File: config.mk
export PLATFORM = sky130hd
export DESIGN_NAME = spc_top
export DESIGN_NICKNAME = d
export VERILOG_FILES = /design/src/spc_clkgen.v /design/src/spc_sync.v /design/src/spc_top.v
export VERILOG_INCLUDE_DIRS = /design/src
export SDC_FILE = /design/constraint.sdc
export NUM_CORES = 1
export LEC_CHECK = 0
export BUFFER_PORTS_ARGS = -buffer_cell sky130_fd_sc_hd__buf_4
export CORE_MARGIN = 1.5
export CORE_UTILIZATION = 48
export DETAILED_ROUTE_END_ITERATION = 12
export MAX_ROUTING_LAYER = met4
export PLACE_DENSITY = 0.73
export SLEW_MARGIN = 20
export SYNTH_ARGS = -nofsm -noshare
export SYNTH_HDL_FRONTEND = slang
export SYNTH_HIERARCHICAL = 1
export SYNTH_SLANG_ARGS = --single-unit
File: constraint.sdc
create_clock -name MCLK -period 1.6 [get_ports MCLK]
set_input_delay 0.08 -clock MCLK [delete_from_list [all_inputs] [get_ports MCLK]]
set_output_delay 0.08 -clock MCLK [all_outputs]
set_load 0.1 [all_outputs]
File: src/spc_consts.vh
// register map, field positions, reset values and timing counts
`ifndef SPC_CONSTS_VH
`define SPC_CONSTS_VH
`define SPC_OFF_CTRL 4'h0
`define SPC_OFF_STAT 4'h4
`define SPC_OFF_DATA 4'h8
`define SPC_CTRL_RST 8'h28
`define SPC_B_RXIE 7
`define SPC_B_ROLE 5
`define SPC_B_CLOCK_IDLE_LEVEL 4
`define SPC_B_CLOCK_SAMPLE_PHASE 3
`define SPC_B_WOM 2
`define SPC_B_EN 1
`define SPC_B_TXIE 0
`define SPC_S_RXF 7
`define SPC_S_OVR 5
`define SPC_S_FLT 4
`define SPC_S_TXE 3
`define SPC_S_FEN 2
`define SPC_BD_0 8'd2
`define SPC_BD_1 8'd8
`define SPC_BD_2 8'd32
`define SPC_BD_3 8'd128
`define SPC_EDGES 4'd15
`endif

File: src/spc_clkgen.v
// master serial clock half-period tick generator
`timescale 1ns/1ps
`default_nettype none
`include "spc_consts.vh"
module spc_clkgen (
    input wire clk,
    input wire rst_b,
    input wire run,
    input wire [1:0] rate,
    output reg tick
);
    reg [7:0] cnt_q;

    // divisor code to half-period length in bus cycles
    function [7:0] div_of;
        input [1:0] code;
        begin
            case (code)
                2'b00: div_of = `SPC_BD_0;
                2'b01: div_of = `SPC_BD_1;
                2'b10: div_of = `SPC_BD_2;
                default: div_of = `SPC_BD_3;
            endcase
        end
    endfunction

    // serial clock = bus clock / (2 * divisor)
    always @(posedge clk) begin
        if (!rst_b || !run) begin
            cnt_q <= 8'h00;
            tick <= 1'b0;
        end else if (cnt_q == div_of(rate) - 8'd1) begin
            cnt_q <= 8'h00;
            tick <= 1'b1;
        end else begin
            cnt_q <= cnt_q + 8'd1;
            tick <= 1'b0;
        end
    end
endmodule
`default_nettype wire

File: src/spc_sync.v
// two-flop synchroniser for pin inputs
`timescale 1ns/1ps
`default_nettype none
module spc_sync #(
    parameter W = 4
) (
    input wire clk,
    input wire rst_b,
    input wire [W-1:0] din,
    output reg [W-1:0] dout
);
    reg [W-1:0] meta_q;

    // first stage feeds only the second stage
    always @(posedge clk) begin
        if (!rst_b) begin
            meta_q <= {W{1'b0}};
            dout <= {W{1'b0}};
        end else begin
            meta_q <= din;
            dout <= meta_q;
        end
    end
endmodule
`default_nettype wire

File: src/spc_top.v
// serial peripheral port: apb registers, shifter and pin control
//
// What this block does
// RULE_01 - slave drives its data-out only when selected; select high floats it
// RULE_02 - enabled port owns direction of data and clock pins
// RULE_03 - clock pin is output as master, input as slave; eight clocks a byte
// RULE_04 - master receives and transmits at the same time every transfer
// RULE_05 - far side toggles select between bytes in phase 0 only
// RULE_06 - slave select is always an input; fault enable only masks the flag
// RULE_07 - slave with select high ignores every serial clock edge
// RULE_08 - master select affects fault flag only with fault enable set
// RULE_09 - select use follows enable, role and fault enable table
// RULE_10 - wired-or bit disables pull-ups, pins become open-drain
// RULE_11 - receive interrupt enable gates receive-full request; reset clears it
// RULE_12 - receive-full sets whenever a completed byte reaches receive buffer
// RULE_13 - role bit: 1 master, 0 slave; reset selects master
// RULE_14 - polarity bit sets idle clock level; reset clears it
// RULE_15 - phase bit sets data timing; reset sets it; both ends must match
// RULE_16 - phase 0 slave starts on select fall, driving msb out
// RULE_17 - phase 0 slave takes no new shift data once started
// RULE_18 - phase 1 slave starts on the first serial clock edge
// RULE_19 - select high leaves the transfer state untouched
// RULE_20 - enable bit activates; clearing it partially resets; reset clears it
// RULE_21 - transmit interrupt enable gates transmit-empty request
// RULE_22 - while disabled: tx empty set, transfer aborted, shifter cleared
// RULE_23 - fault flag: slave select rise mid-transfer, master select low
// RULE_24 - master rate bits pick divisor 2, 8, 32 or 128
// RULE_25 - polarity 0 idles low, 1 idles high; msb first both ways
`timescale 1ns/1ps
`default_nettype none
`include "spc_consts.vh"
module spc_top (
    input wire MCLK,
    input wire RST_B,
    input wire PSEL,
    input wire PENABLE,
    input wire PWRITE,
    input wire [3:0] PADDR,
    input wire [31:0] PWDATA,
    output reg [31:0] PRDATA,
    output reg PREADY,
    output reg PSLVERR,
    input wire SCK_I,
    output reg SCK_O,
    output reg SCK_OE,
    input wire MOSI_I,
    output reg MOSI_O,
    output reg MOSI_OE,
    input wire MISO_I,
    output reg MISO_O,
    output reg MISO_OE,
    input wire SS_B_I,
    output reg SS_GPIO,
    output reg PIN_OWN,
    output reg PULLUP_EN,
    output reg RX_IRQ,
    output reg TX_IRQ
);
    ////////////////////////////////////////////////////////////////////////
    // registers and pin samples
    reg [7:0] ctrl_q;
    reg [2:0] fen_rate_q;
    reg rx_full_q, ovr_q, fault_q, tx_empty_q, fault_arm_q;
    reg [7:0] tx_buf_q, rx_buf_q, sh_q;
    reg [3:0] cnt_q;
    reg busy_q, out_q, phase_q, sck_prev_q, ss_prev_q;
    wire [3:0] pins;
    wire tick;

    wire en = ctrl_q[`SPC_B_EN];
    wire master = ctrl_q[`SPC_B_ROLE];
    wire clock_idle_level = ctrl_q[`SPC_B_CLOCK_IDLE_LEVEL];
    wire clock_sample_phase = ctrl_q[`SPC_B_CLOCK_SAMPLE_PHASE];
    wire wom = ctrl_q[`SPC_B_WOM];
    wire fen = fen_rate_q[2];
    wire sck_s = pins[3];
    wire mosi_s = pins[2];
    wire miso_s = pins[1];
    wire ss_b_s = pins[0];

    // every pin input passes two flops before any logic sees it
    spc_sync #(.W(4)) u_sync (
        .clk(MCLK),
        .rst_b(RST_B),
        .din({SCK_I, MOSI_I, MISO_I, SS_B_I}),
        .dout(pins)
    );

    // divider runs only during a master transfer
    spc_clkgen u_clkgen (
        .clk(MCLK),
        .rst_b(RST_B),
        .run(en & master & busy_q),
        .rate(fen_rate_q[1:0]),
        .tick(tick)
    ); // [RULE_24]

    ////////////////////////////////////////////////////////////////////////
    // apb decode: one wait state, writes land on the completing edge
    wire acc = PSEL & PENABLE & PREADY;
    wire wr = acc & PWRITE;
    wire rd = acc & ~PWRITE;
    wire a_ctrl = PADDR == `SPC_OFF_CTRL;
    wire a_stat = PADDR == `SPC_OFF_STAT;
    wire a_data = PADDR == `SPC_OFF_DATA;
    wire a_ok = a_ctrl | a_stat | a_data;
    wire [7:0] stat_v = {rx_full_q, 1'b0, ovr_q, fault_q, tx_empty_q,
        fen_rate_q};

    // ready pulses for one cycle; read data captured with it
    always @(posedge MCLK) begin
        if (!RST_B) begin
            PREADY <= 1'b0;
            PSLVERR <= 1'b0;
            PRDATA <= 32'h00000000;
        end else begin
            PREADY <= PSEL & PENABLE & ~PREADY;
            PSLVERR <= PSEL & PENABLE & ~PREADY & ~a_ok;
            if (PSEL & PENABLE & ~PREADY & ~PWRITE) begin
                if (a_ctrl)
                    PRDATA <= {24'h000000, ctrl_q};
                else if (a_stat)
                    PRDATA <= {24'h000000, stat_v};
                else if (a_data)
                    PRDATA <= {24'h000000, rx_buf_q};
                else
                    PRDATA <= 32'h00000000;
            end else begin
                PRDATA <= 32'h00000000;
            end
        end
    end

    ////////////////////////////////////////////////////////////////////////
    // serial engine events
    wire slave_on = en & ~master;
    wire sel = slave_on & ~ss_b_s;
    // select high masks clocks but never touches the counter or shifter
    wire s_edge = sel & (sck_s != sck_prev_q); // [RULE_07] [RULE_19]
    wire ss_fall = slave_on & ss_prev_q & ~ss_b_s;
    wire ss_rise = slave_on & ~ss_prev_q & ss_b_s;
    wire m_edge = en & master & busy_q & tick;
    wire edge_ev = busy_q & (m_edge | s_edge);
    wire lead = ~cnt_q[0];
    wire samp = lead ^ clock_sample_phase; // [RULE_15]
    wire din = master ? miso_s : mosi_s; // [RULE_04]
    wire [7:0] sh_in = {sh_q[6:0], din}; // [RULE_25]
    wire last = cnt_q == `SPC_EDGES;
    wire [7:0] rx_next = samp ? sh_in : sh_q;
    wire s_start1 = ~busy_q & clock_sample_phase & s_edge; // [RULE_18]
    wire s_start0 = ~busy_q & ~clock_sample_phase & ss_fall; // [RULE_16]
    wire done = edge_ev & last;
    wire idle_load = en & ~busy_q & ~tx_empty_q & ~s_start1;
    wire master_flt = en & master & fen & ~ss_b_s; // [RULE_08] [RULE_23]
    wire slave_flt = slave_on & fen & busy_q & ss_rise; // [RULE_06] [RULE_23]

    // shifter, counter and transfer state
    always @(posedge MCLK) begin
        if (!RST_B || !en) begin
            sh_q <= 8'h00; // [RULE_22]
            cnt_q <= 4'h0;
            busy_q <= 1'b0;
            out_q <= 1'b0;
            phase_q <= 1'b0;
        end else if (idle_load) begin
            // buffer empties into the shifter only while idle
            sh_q <= tx_buf_q; // [RULE_17] [RULE_21]
            out_q <= tx_buf_q[7];
            cnt_q <= 4'h0;
            busy_q <= master;
            phase_q <= 1'b0;
        end else if (s_start0) begin
            busy_q <= 1'b1;
            cnt_q <= 4'h0;
            out_q <= sh_q[7]; // [RULE_16]
        end else if (s_start1) begin
            // first edge is a drive edge in phase 1
            busy_q <= 1'b1;
            cnt_q <= 4'h1;
            out_q <= sh_q[7]; // [RULE_18]
        end else if (edge_ev) begin
            phase_q <= master ? ~phase_q : phase_q;
            cnt_q <= cnt_q + 4'h1;
            if (samp)
                sh_q <= sh_in;
            else
                out_q <= sh_q[7];
            if (last) begin
                busy_q <= 1'b0; // [RULE_03]
                phase_q <= 1'b0;
                sh_q <= rx_next;
            end
        end
    end

    // edge and select history for the slave
    always @(posedge MCLK) begin
        if (!RST_B) begin
            sck_prev_q <= 1'b0;
            ss_prev_q <= 1'b1;
        end else begin
            sck_prev_q <= sck_s;
            ss_prev_q <= ss_b_s;
        end
    end

    ////////////////////////////////////////////////////////////////////////
    // control and status registers; hardware set wins over software clear
    always @(posedge MCLK) begin
        if (!RST_B) begin
            ctrl_q <= `SPC_CTRL_RST; // [RULE_13] [RULE_14] [RULE_15] [RULE_20]
            fen_rate_q <= 3'h0;
            tx_buf_q <= 8'h00;
            rx_buf_q <= 8'h00;
            rx_full_q <= 1'b0;
            ovr_q <= 1'b0;
            fault_q <= 1'b0;
            fault_arm_q <= 1'b0;
            tx_empty_q <= 1'b1;
        end else begin
            if (wr & a_ctrl)
                ctrl_q <= PWDATA[7:0];
            if (wr & a_stat)
                fen_rate_q <= PWDATA[2:0];
            // master fault drops the enable as a partial reset
            if (master_flt)
                ctrl_q[`SPC_B_EN] <= 1'b0; // [RULE_20]
            // transmit buffer
            if (wr & a_data) begin
                tx_buf_q <= PWDATA[7:0];
                tx_empty_q <= 1'b0;
            end
            if (!en || idle_load)
                tx_empty_q <= 1'b1; // [RULE_22] [RULE_21]
            // receive buffer: data read clears full and overflow
            if (rd & a_data) begin
                rx_full_q <= 1'b0;
                ovr_q <= 1'b0;
            end
            if (done) begin
                if (rx_full_q)
                    ovr_q <= 1'b1; // old byte kept, new one lost
                else
                    rx_buf_q <= rx_next;
                rx_full_q <= 1'b1; // [RULE_12]
            end
            // fault clears by status read with flag set, then ctrl write
            if (rd & a_stat & fault_q)
                fault_arm_q <= 1'b1;
            if (wr & a_ctrl & fault_arm_q) begin
                fault_q <= 1'b0;
                fault_arm_q <= 1'b0;
            end
            if (master_flt | slave_flt)
                fault_q <= 1'b1; // [RULE_23]
        end
    end

    ////////////////////////////////////////////////////////////////////////
    // pin drivers, all registered

    // open-drain drives only lows; push-pull drives both levels
    function [1:0] drive;
        input own;
        input val;
        input od;
        begin
            drive[1] = own & ~(od & val); // enable
            drive[0] = od ? 1'b0 : val;
        end
    endfunction

    wire m_own = en & master;
    wire [1:0] sck_d = drive(m_own, phase_q ^ clock_idle_level, wom); // [RULE_03]
    wire [1:0] mosi_d = drive(m_own, out_q, wom); // [RULE_04]
    wire [1:0] miso_d = drive(sel, out_q, wom); // [RULE_01]

    // pin ownership and interrupt requests
    always @(posedge MCLK) begin
        if (!RST_B) begin
            SCK_O <= 1'b0;
            SCK_OE <= 1'b0;
            MOSI_O <= 1'b0;
            MOSI_OE <= 1'b0;
            MISO_O <= 1'b0;
            MISO_OE <= 1'b0;
            SS_GPIO <= 1'b1;
            PIN_OWN <= 1'b0;
            PULLUP_EN <= 1'b1;
            RX_IRQ <= 1'b0;
            TX_IRQ <= 1'b0;
        end else begin
            SCK_OE <= sck_d[1]; // [RULE_02] [RULE_14] [RULE_25]
            SCK_O <= sck_d[0];
            MOSI_OE <= mosi_d[1];
            MOSI_O <= mosi_d[0];
            MISO_OE <= miso_d[1]; // [RULE_01] [RULE_02]
            MISO_O <= miso_d[0];
            SS_GPIO <= ~en | (master & ~fen); // [RULE_09] [RULE_06]
            PIN_OWN <= en; // [RULE_02] [RULE_22]
            PULLUP_EN <= ~wom; // [RULE_10]
            RX_IRQ <= en & ctrl_q[`SPC_B_RXIE] & rx_full_q; // [RULE_11]
            TX_IRQ <= ctrl_q[`SPC_B_TXIE] & tx_empty_q; // [RULE_21]
        end
    end
endmodule
`default_nettype wire

==> results of run 1 <==
## timing repair
action / 4_1_cts / 5_1_grt
pin swaps: 3 / 2
cloned: 0 / 0
buffers inserted: 0 / 1
hold buffers: 14 / 0
gates resized for setup: 5 / 8
endpoints found under the setup margin: 13 / 30
endpoints found under the hold margin: 17 / 0
## power by group through the flow
| stage | Sequential (mW) | Clock [mW] | Combinational [mW] |
|---|---|---|---|
| 3_3_place_gp | 2.21 | 0 | 0.403 |
| 5_1_grt | 2.16 | 1.56 | 0.457 |
| 2_1_floorplan | 2.23 | 0 | 0.350 |
| 6_report | 2.16 | 1.43 | 0.438 |
| 4_1_cts | 2.16 | 1.46 | 0.433 |
| 3_5_place_dp | 2.21 | 0 | 0.407 |
## worst max-delay path by stage
stage / startpoint / end / slack (ns) / cells after the start
6_report: fen_rate_q[0] / u_clkgen/tick / -0.06 / 6
5_1_grt: fen_rate_q[0] / u_clkgen/tick / -0.16 / 6
4_1_cts: fen_rate_q[1] / u_clkgen/tick / -0.06 / 6
3_5_place_dp: fen_rate_q[1] / u_clkgen/cnt_q[3] / -0.03 / 6
3_3_place_gp: u_sync/dout[0] / sh_q[2] / -0.0008 / 5
2_1_floorplan: ctrl_q[3] / rx_buf_q[1] / 0.006 / 6
## cells by family (layout without fill, tap and decap cells)
kind of cell	after synthesis	in the layout	synth area share [%]
compound gates	59	59	11.0
flops	86	86	43.9
mux	29	29	7.69
fa+ha+maj	3	3	0.957
xor+xnor	14	14	3.61
simple gates	178	178	24.6
buf+inv	56	119	8.17
other cells	1	24	0.0956
## sequential cells by signal, indices dropped and copies added, names as in the netlist, 3 cells and up
register	flops
rx_buf_q	8
cnt_q	4
fen_rate_q	3
ctrl_q	8
PRDATA	8
u_clkgen/cnt_q	8
u_sync/meta_q	4
sh_q	8
tx_buf_q	8
u_sync/dout	4
## worst register-to-register path: cells and delay by family (launching register included)
kind | cells | cell delay, ns
AO/OA/AOI/OAI | 1 | 0.29
XOR/XNOR | 1 | 0.14
adder cells (fa/ha/maj) | 1 | 0.26
flip-flops | 1 | 0.34
AND/OR/NAND/NOR | 3 | 0.57
## Yosys cell counts (4+ instances only)
cell type,instances,share of area [%]
buf_4,26,5.0
nor2b_1,14,2.2
nand2_1,45,4.3
clkbuf_1,12,1.1
mux2i_1,20,5.1
o211ai_1,7,1.3
o21ai_0,11,1.4
nor3_1,16,2.0
and2_1,9,1.4
nand4_1,8,1.3
nand2b_1,10,1.6
xor2_1,6,1.3
nor3b_1,4,0.77
and3_1,8,1.3
a22oi_1,8,1.5
a211oi_1,4,0.77
a21oi_1,6,0.77
mux2_2,9,2.6
buf_2,10,1.3
nand3_1,20,2.6
dfxtp_1,86,44
nor2_1,19,1.8
inv_1,6,0.57
a21boi_0,7,1.3
xnor2_1,7,1.6
## layout make-up
class | count | area (um2)
inverter | 7 | 26.3
clock buffer | 9 | 124
fill | 687 | 2970
multi-input combinational | 307 | 2000
tap | 102 | 128
sequential | 86 | 1740
timing repair buffer | 96 | 776
clock inverter | 7 | 57.6
## per-layer routing
metal	wire length, um	up-vias
met3	389	13
met2	4570	87
met5	0	-
met4	121	0
li1	-	1604
met1	3950	1588
==> flow_summary.json, run 1 <==
{
  "min_delay_worst_endpoint": "fen_rate_q[1]",
  "grtUsageMet1_pct": 28.5,
  "final_hold_viol_count": 0,
  "worstPathRequired_ns": 1.91,
  "p_sw_mw": 1.19,
  "first_global_vias": 3030,
  "cp_top_family": "simple AND/OR/NAND/NOR gates",
  "synth-seq-cells": 86,
  "antenna_found_initial": 0,
  "critPathKind": "flip-flop to flip-flop",
  "drt_pass1_iterations": 4,
  "cts_buffer_depth": 2,
  "cpMaxStageDelayCell": "dfxtp_2",
  "gr-total-overflow": 0,
  "r2r_start": "fen_rate_q[0]",
  "track_usage_pct": 22.8,
  "dieArea_um2": 8720,
  "numCtsBuffers": 9,
  "dp_hpwl_mm": 6.60,
  "h-tree-depth": 3,
  "r2r_slack_ns": -0.06,
  "root_buffer": "clkbuf_8",
  "ir_worst_vdd_uv": 605,
  "utilization_pct": 62.0,
  "grt_pass1_wl_mm": 14.9,
  "ys_seq_area_share_pct": 43.9,
  "avgSynthCellArea_um2": 9.20,
  "use_met2_pct": 36.5,
  "fin_hold_ws_ns": 0.0239,
  "dp_slack_ns": -0.0332,
  "yosys_warnings": 6,
  "seqPwrFrac_pct": 53.6,
  "final_antenna_net_count": 0,
  "setup_ws_ns": -0.0600,
  "power_mw": 4.02,
  "antennaDiodeCount": 0,
  "area_growth_pct": 23.5,
  "coreArea_um2": 7810,
  "wire_per_inst_um": 14.7,
  "max_stage_delay_ns": 0.34,
  "place_inst": 583,
  "skew_ns": 0.0123,
  "cts.sinks": 86,
  "met3_usage_pct": 5.28,
  "ys_types": 60,
  "dominantRegCellSynth": "dfxtp_1",
  "hp-class": "input pin to flip-flop",
  "p_leak_nw": 1.96,
  "syn-cell-area_um2": 3920,
  "drive_gt1_share_pct": 25.2,
  "worstSkewPairLatency_ns": 0.37,
  "endpoint_kind": "flip-flop",
  "placed_cell_area_um2": 4480,
  "worstPathArrival_ns": 1.97,
  "hold_start": "PWDATA[1]",
  "r2r_cells": 6,
  "final_cell_mix": "dfxtp_1 (79), buf_4 (79), nand2_1 (45)",
  "cp_cell_sequence": "or2_4, ha_4, xor2_1, nand4b_1, a31oi_4, and2b_1",
  "die_h_um": 93.4,
  "drt_iter0_drc": 146,
  "violations": "setup timing",
  "swShare_pct": 29.6,
  "setup_tns_ns": -0.336,
  "path_clk_slew_ns": 0.09,
  "synth_edf_count": 0,
  "synth_cells": 426,
  "timing.rr.end": "u_clkgen/tick",
  "drv_cap": 0,
  "critPathBufInv": 0,
  "post-route-period-util_pct": 104,
  "grt.busiest_layer": "met2",
  "status": "finished, violations left",
  "start_util_pct": 50.2,
  "via_per_inst": 5.36,
  "routabilityCongestion": 0.860,
  "start_kind": "flip-flop",
  "p_comb_share_pct": 10.9,
  "cts_tree": "yes",
  "grt_max_degree": 41,
  "ioPinCount": 90,
  "vias": 3292,
  "stdcell_area_um2": 4840,
  "layout.nets": 555,
  "routed_wirelength_mm": 9.04,
  "p_per_area_nw_per_um2": 831,
  "numPortBuffers": 41,
  "worstPathMaxFanout": 8,
  "final_max_slew_viol_count": 0,
  "power.internal_mw": 2.83,
  "finalCriticalPeriod_ns": 1.66,
  "clockPowerShare_pct": 35.5,
  "fmax_mhz": 602,
  "stdcell_count": 614,
  "min_path_cells": 3,
  "setup_viol": 10,
  "die_w_um": 93.4,
  "rows": 32,
  "rsz0062_at_grt": "true",
  "ys_async_sr_fraction_pct": 0,
  "post-route-drc-count": 0
}
Power figures use the tool's default switching activity.
==> run 2, diff against run 1 <==
CELL_PAD_IN_SITES_DETAIL_PLACEMENT = 0   (was not set)
CELL_PAD_IN_SITES_GLOBAL_PLACEMENT = 1   (was not set)
CORE_UTILIZATION = 36   (was 48)
SKIP_CTS_REPAIR_TIMING = 1   (was not set)
==> run 2 against run 1 <==
The flow finishes with violations (hold timing, setup timing). Sequential power hardly changed. Critical path type unchanged. Register-to-register slack hardly changed. First-iteration DRC count shrank 20%. Design area is 2.9% higher. Sequential share of layout area shrank 0.95 points. Largest power group unchanged.
==> flow_summary.json, run 2 (synthesized netlist as in run 1, its figures left out) <==
{
  "fmax_mhz": 599,
  "drt_iter0_drc": 117,
  "cts_buffer_depth": 2,
  "worstPathRequired_ns": 1.87,
  "grt_max_degree": 36,
  "grt_pass1_wl_mm": 15.6,
  "die_w_um": 107,
  "status": "finished, violations left",
  "dp_hpwl_mm": 6.91,
  "final_hold_viol_count": 5,
  "power_mw": 4.51,
  "placed_cell_area_um2": 4550,
  "worstPathArrival_ns": 1.94,
  "cts_tree": "yes",
  "final_max_slew_viol_count": 0,
  "first_global_vias": 3162,
  "track_usage_pct": 17.7,
  "critPathKind": "flip-flop to flip-flop",
  "area_growth_pct": 27.1,
  "skew_ns": 0.0105,
  "fillers": 1041,
  "routabilityCongestion": 0.828,
  "ioPinCount": 90,
  "drv_cap": 0,
  "post-route-period-util_pct": 104,
  "via_per_inst": 4.97,
  "gr-total-overflow": 0,
  "violations": "hold timing, setup timing",
  "dp_slack_ns": -0.0475,
  "hp-class": "input pin to flip-flop",
  "antenna_found_initial": 0,
  "p_per_area_nw_per_um2": 905,
  "die_h_um": 107,
  "setup_ws_ns": -0.0687,
  "routed_wirelength_mm": 9.69,
  "endpoint_kind": "flip-flop",
  "ir_worst_vdd_uv": 493,
  "fin_hold_ws_ns": -0.00945,
  "utilization_pct": 47.6,
  "drive_gt1_share_pct": 28.3,
  "cts.sinks": 86,
  "vias": 3204,
  "antennaDiodeCount": 0,
  "p_leak_nw": 1.99,
  "h-tree-depth": 3,
  "regArea_um2": 1740,
  "numPortBuffers": 41,
  "final_cell_mix": "buf_4 (84), dfxtp_1 (78), nand2_1 (45)",
  "path_clk_slew_ns": 0.08,
  "worstPathMaxFanout": 5,
  "numCtsBuffers": 9,
  "worstSkewPairLatency_ns": 0.36,
  "start_util_pct": 37.5,
  "dieArea_um2": 11500,
  "setup_tns_ns": -0.416,
  "final_antenna_net_count": 0,
  "drt_pass1_iterations": 4,
  "stdcell_area_um2": 4980,
  "rsz0062_at_grt": "true",
  "wire_per_inst_um": 15.0,
  "setup_viol": 9,
  "root_buffer": "clkbuf_8",
  "coreArea_um2": 10500,
  "multi_input_area_um2": 2060,
  "layout_commonest_cell": "buf_4",
  "layout.nets": 552,
  "start_kind": "flip-flop",
  "post-route-drc-count": 0,
  "rows": 37,
  "finalCriticalPeriod_ns": 1.67
}
-- run 2: report_power, final --
part | total [mW] | switching, mW | internal [mW] | leakage, nW
combinational | 0.431 | 0.342 | 0.0887 | 1.17
sequential | 2.16 | 0.00767 | 2.15 | 0.699
clock | 1.93 | 0.792 | 1.13 | 0.129
-- run 2: worst max-delay path, stage by stage (launching register included) --
cell and delay (ns):
dfxtp_4 0.37, or4b_4 0.54, a211o_1 0.29, o2111a_1 0.17, a311oi_2 0.22
-- run 2: worst paths after layout --
path / cells past startpoint / slack (ns) / end / startpoint
max reg2reg: 4 / -0.07 / out_q / busy_q
max: 4 / -0.07 / out_q / busy_q
min reg2reg: 1 / 0.44 / u_sync/dout[3] / u_sync/meta_q[3]
min: 3 / -0.009 / PSLVERR / PADDR[2]
-- run 2: layout make-up --
class / instances / share of cell area [%]
repair buffers: 93 / 14.7
multi-input cells: 307 / 41.3
well taps: 136 / 3.41
inverters: 7 / 0.527
flip-flops and latches: 86 / 34.9
clock inverters: 5 / 2.08
clock buffers: 11 / 3.06
-- run 2: metal layers --
| layer | vias up | global-route usage, % | wire length (um) |
|---|---|---|---|
| met4 | 0 | 4.89 | 114 |
| met2 | 65 | 28.5 | 4630 |
| met1 | 1534 | 23.0 | 4620 |
| li1 | 1594 | - | - |
| met3 | 11 | 3.27 | 327 |
| met5 | - | - | 0 |
-- run 2: stage by stage --
stage	instances	hold slack [ns]
3_5_place_dp	620	0.295
6_report	645	-0.00945
2_1_floorplan	449	0.201
5_1_grt	645	0.00344
3_3_place_gp	620	0.292
4_1_cts	636	-0.0758
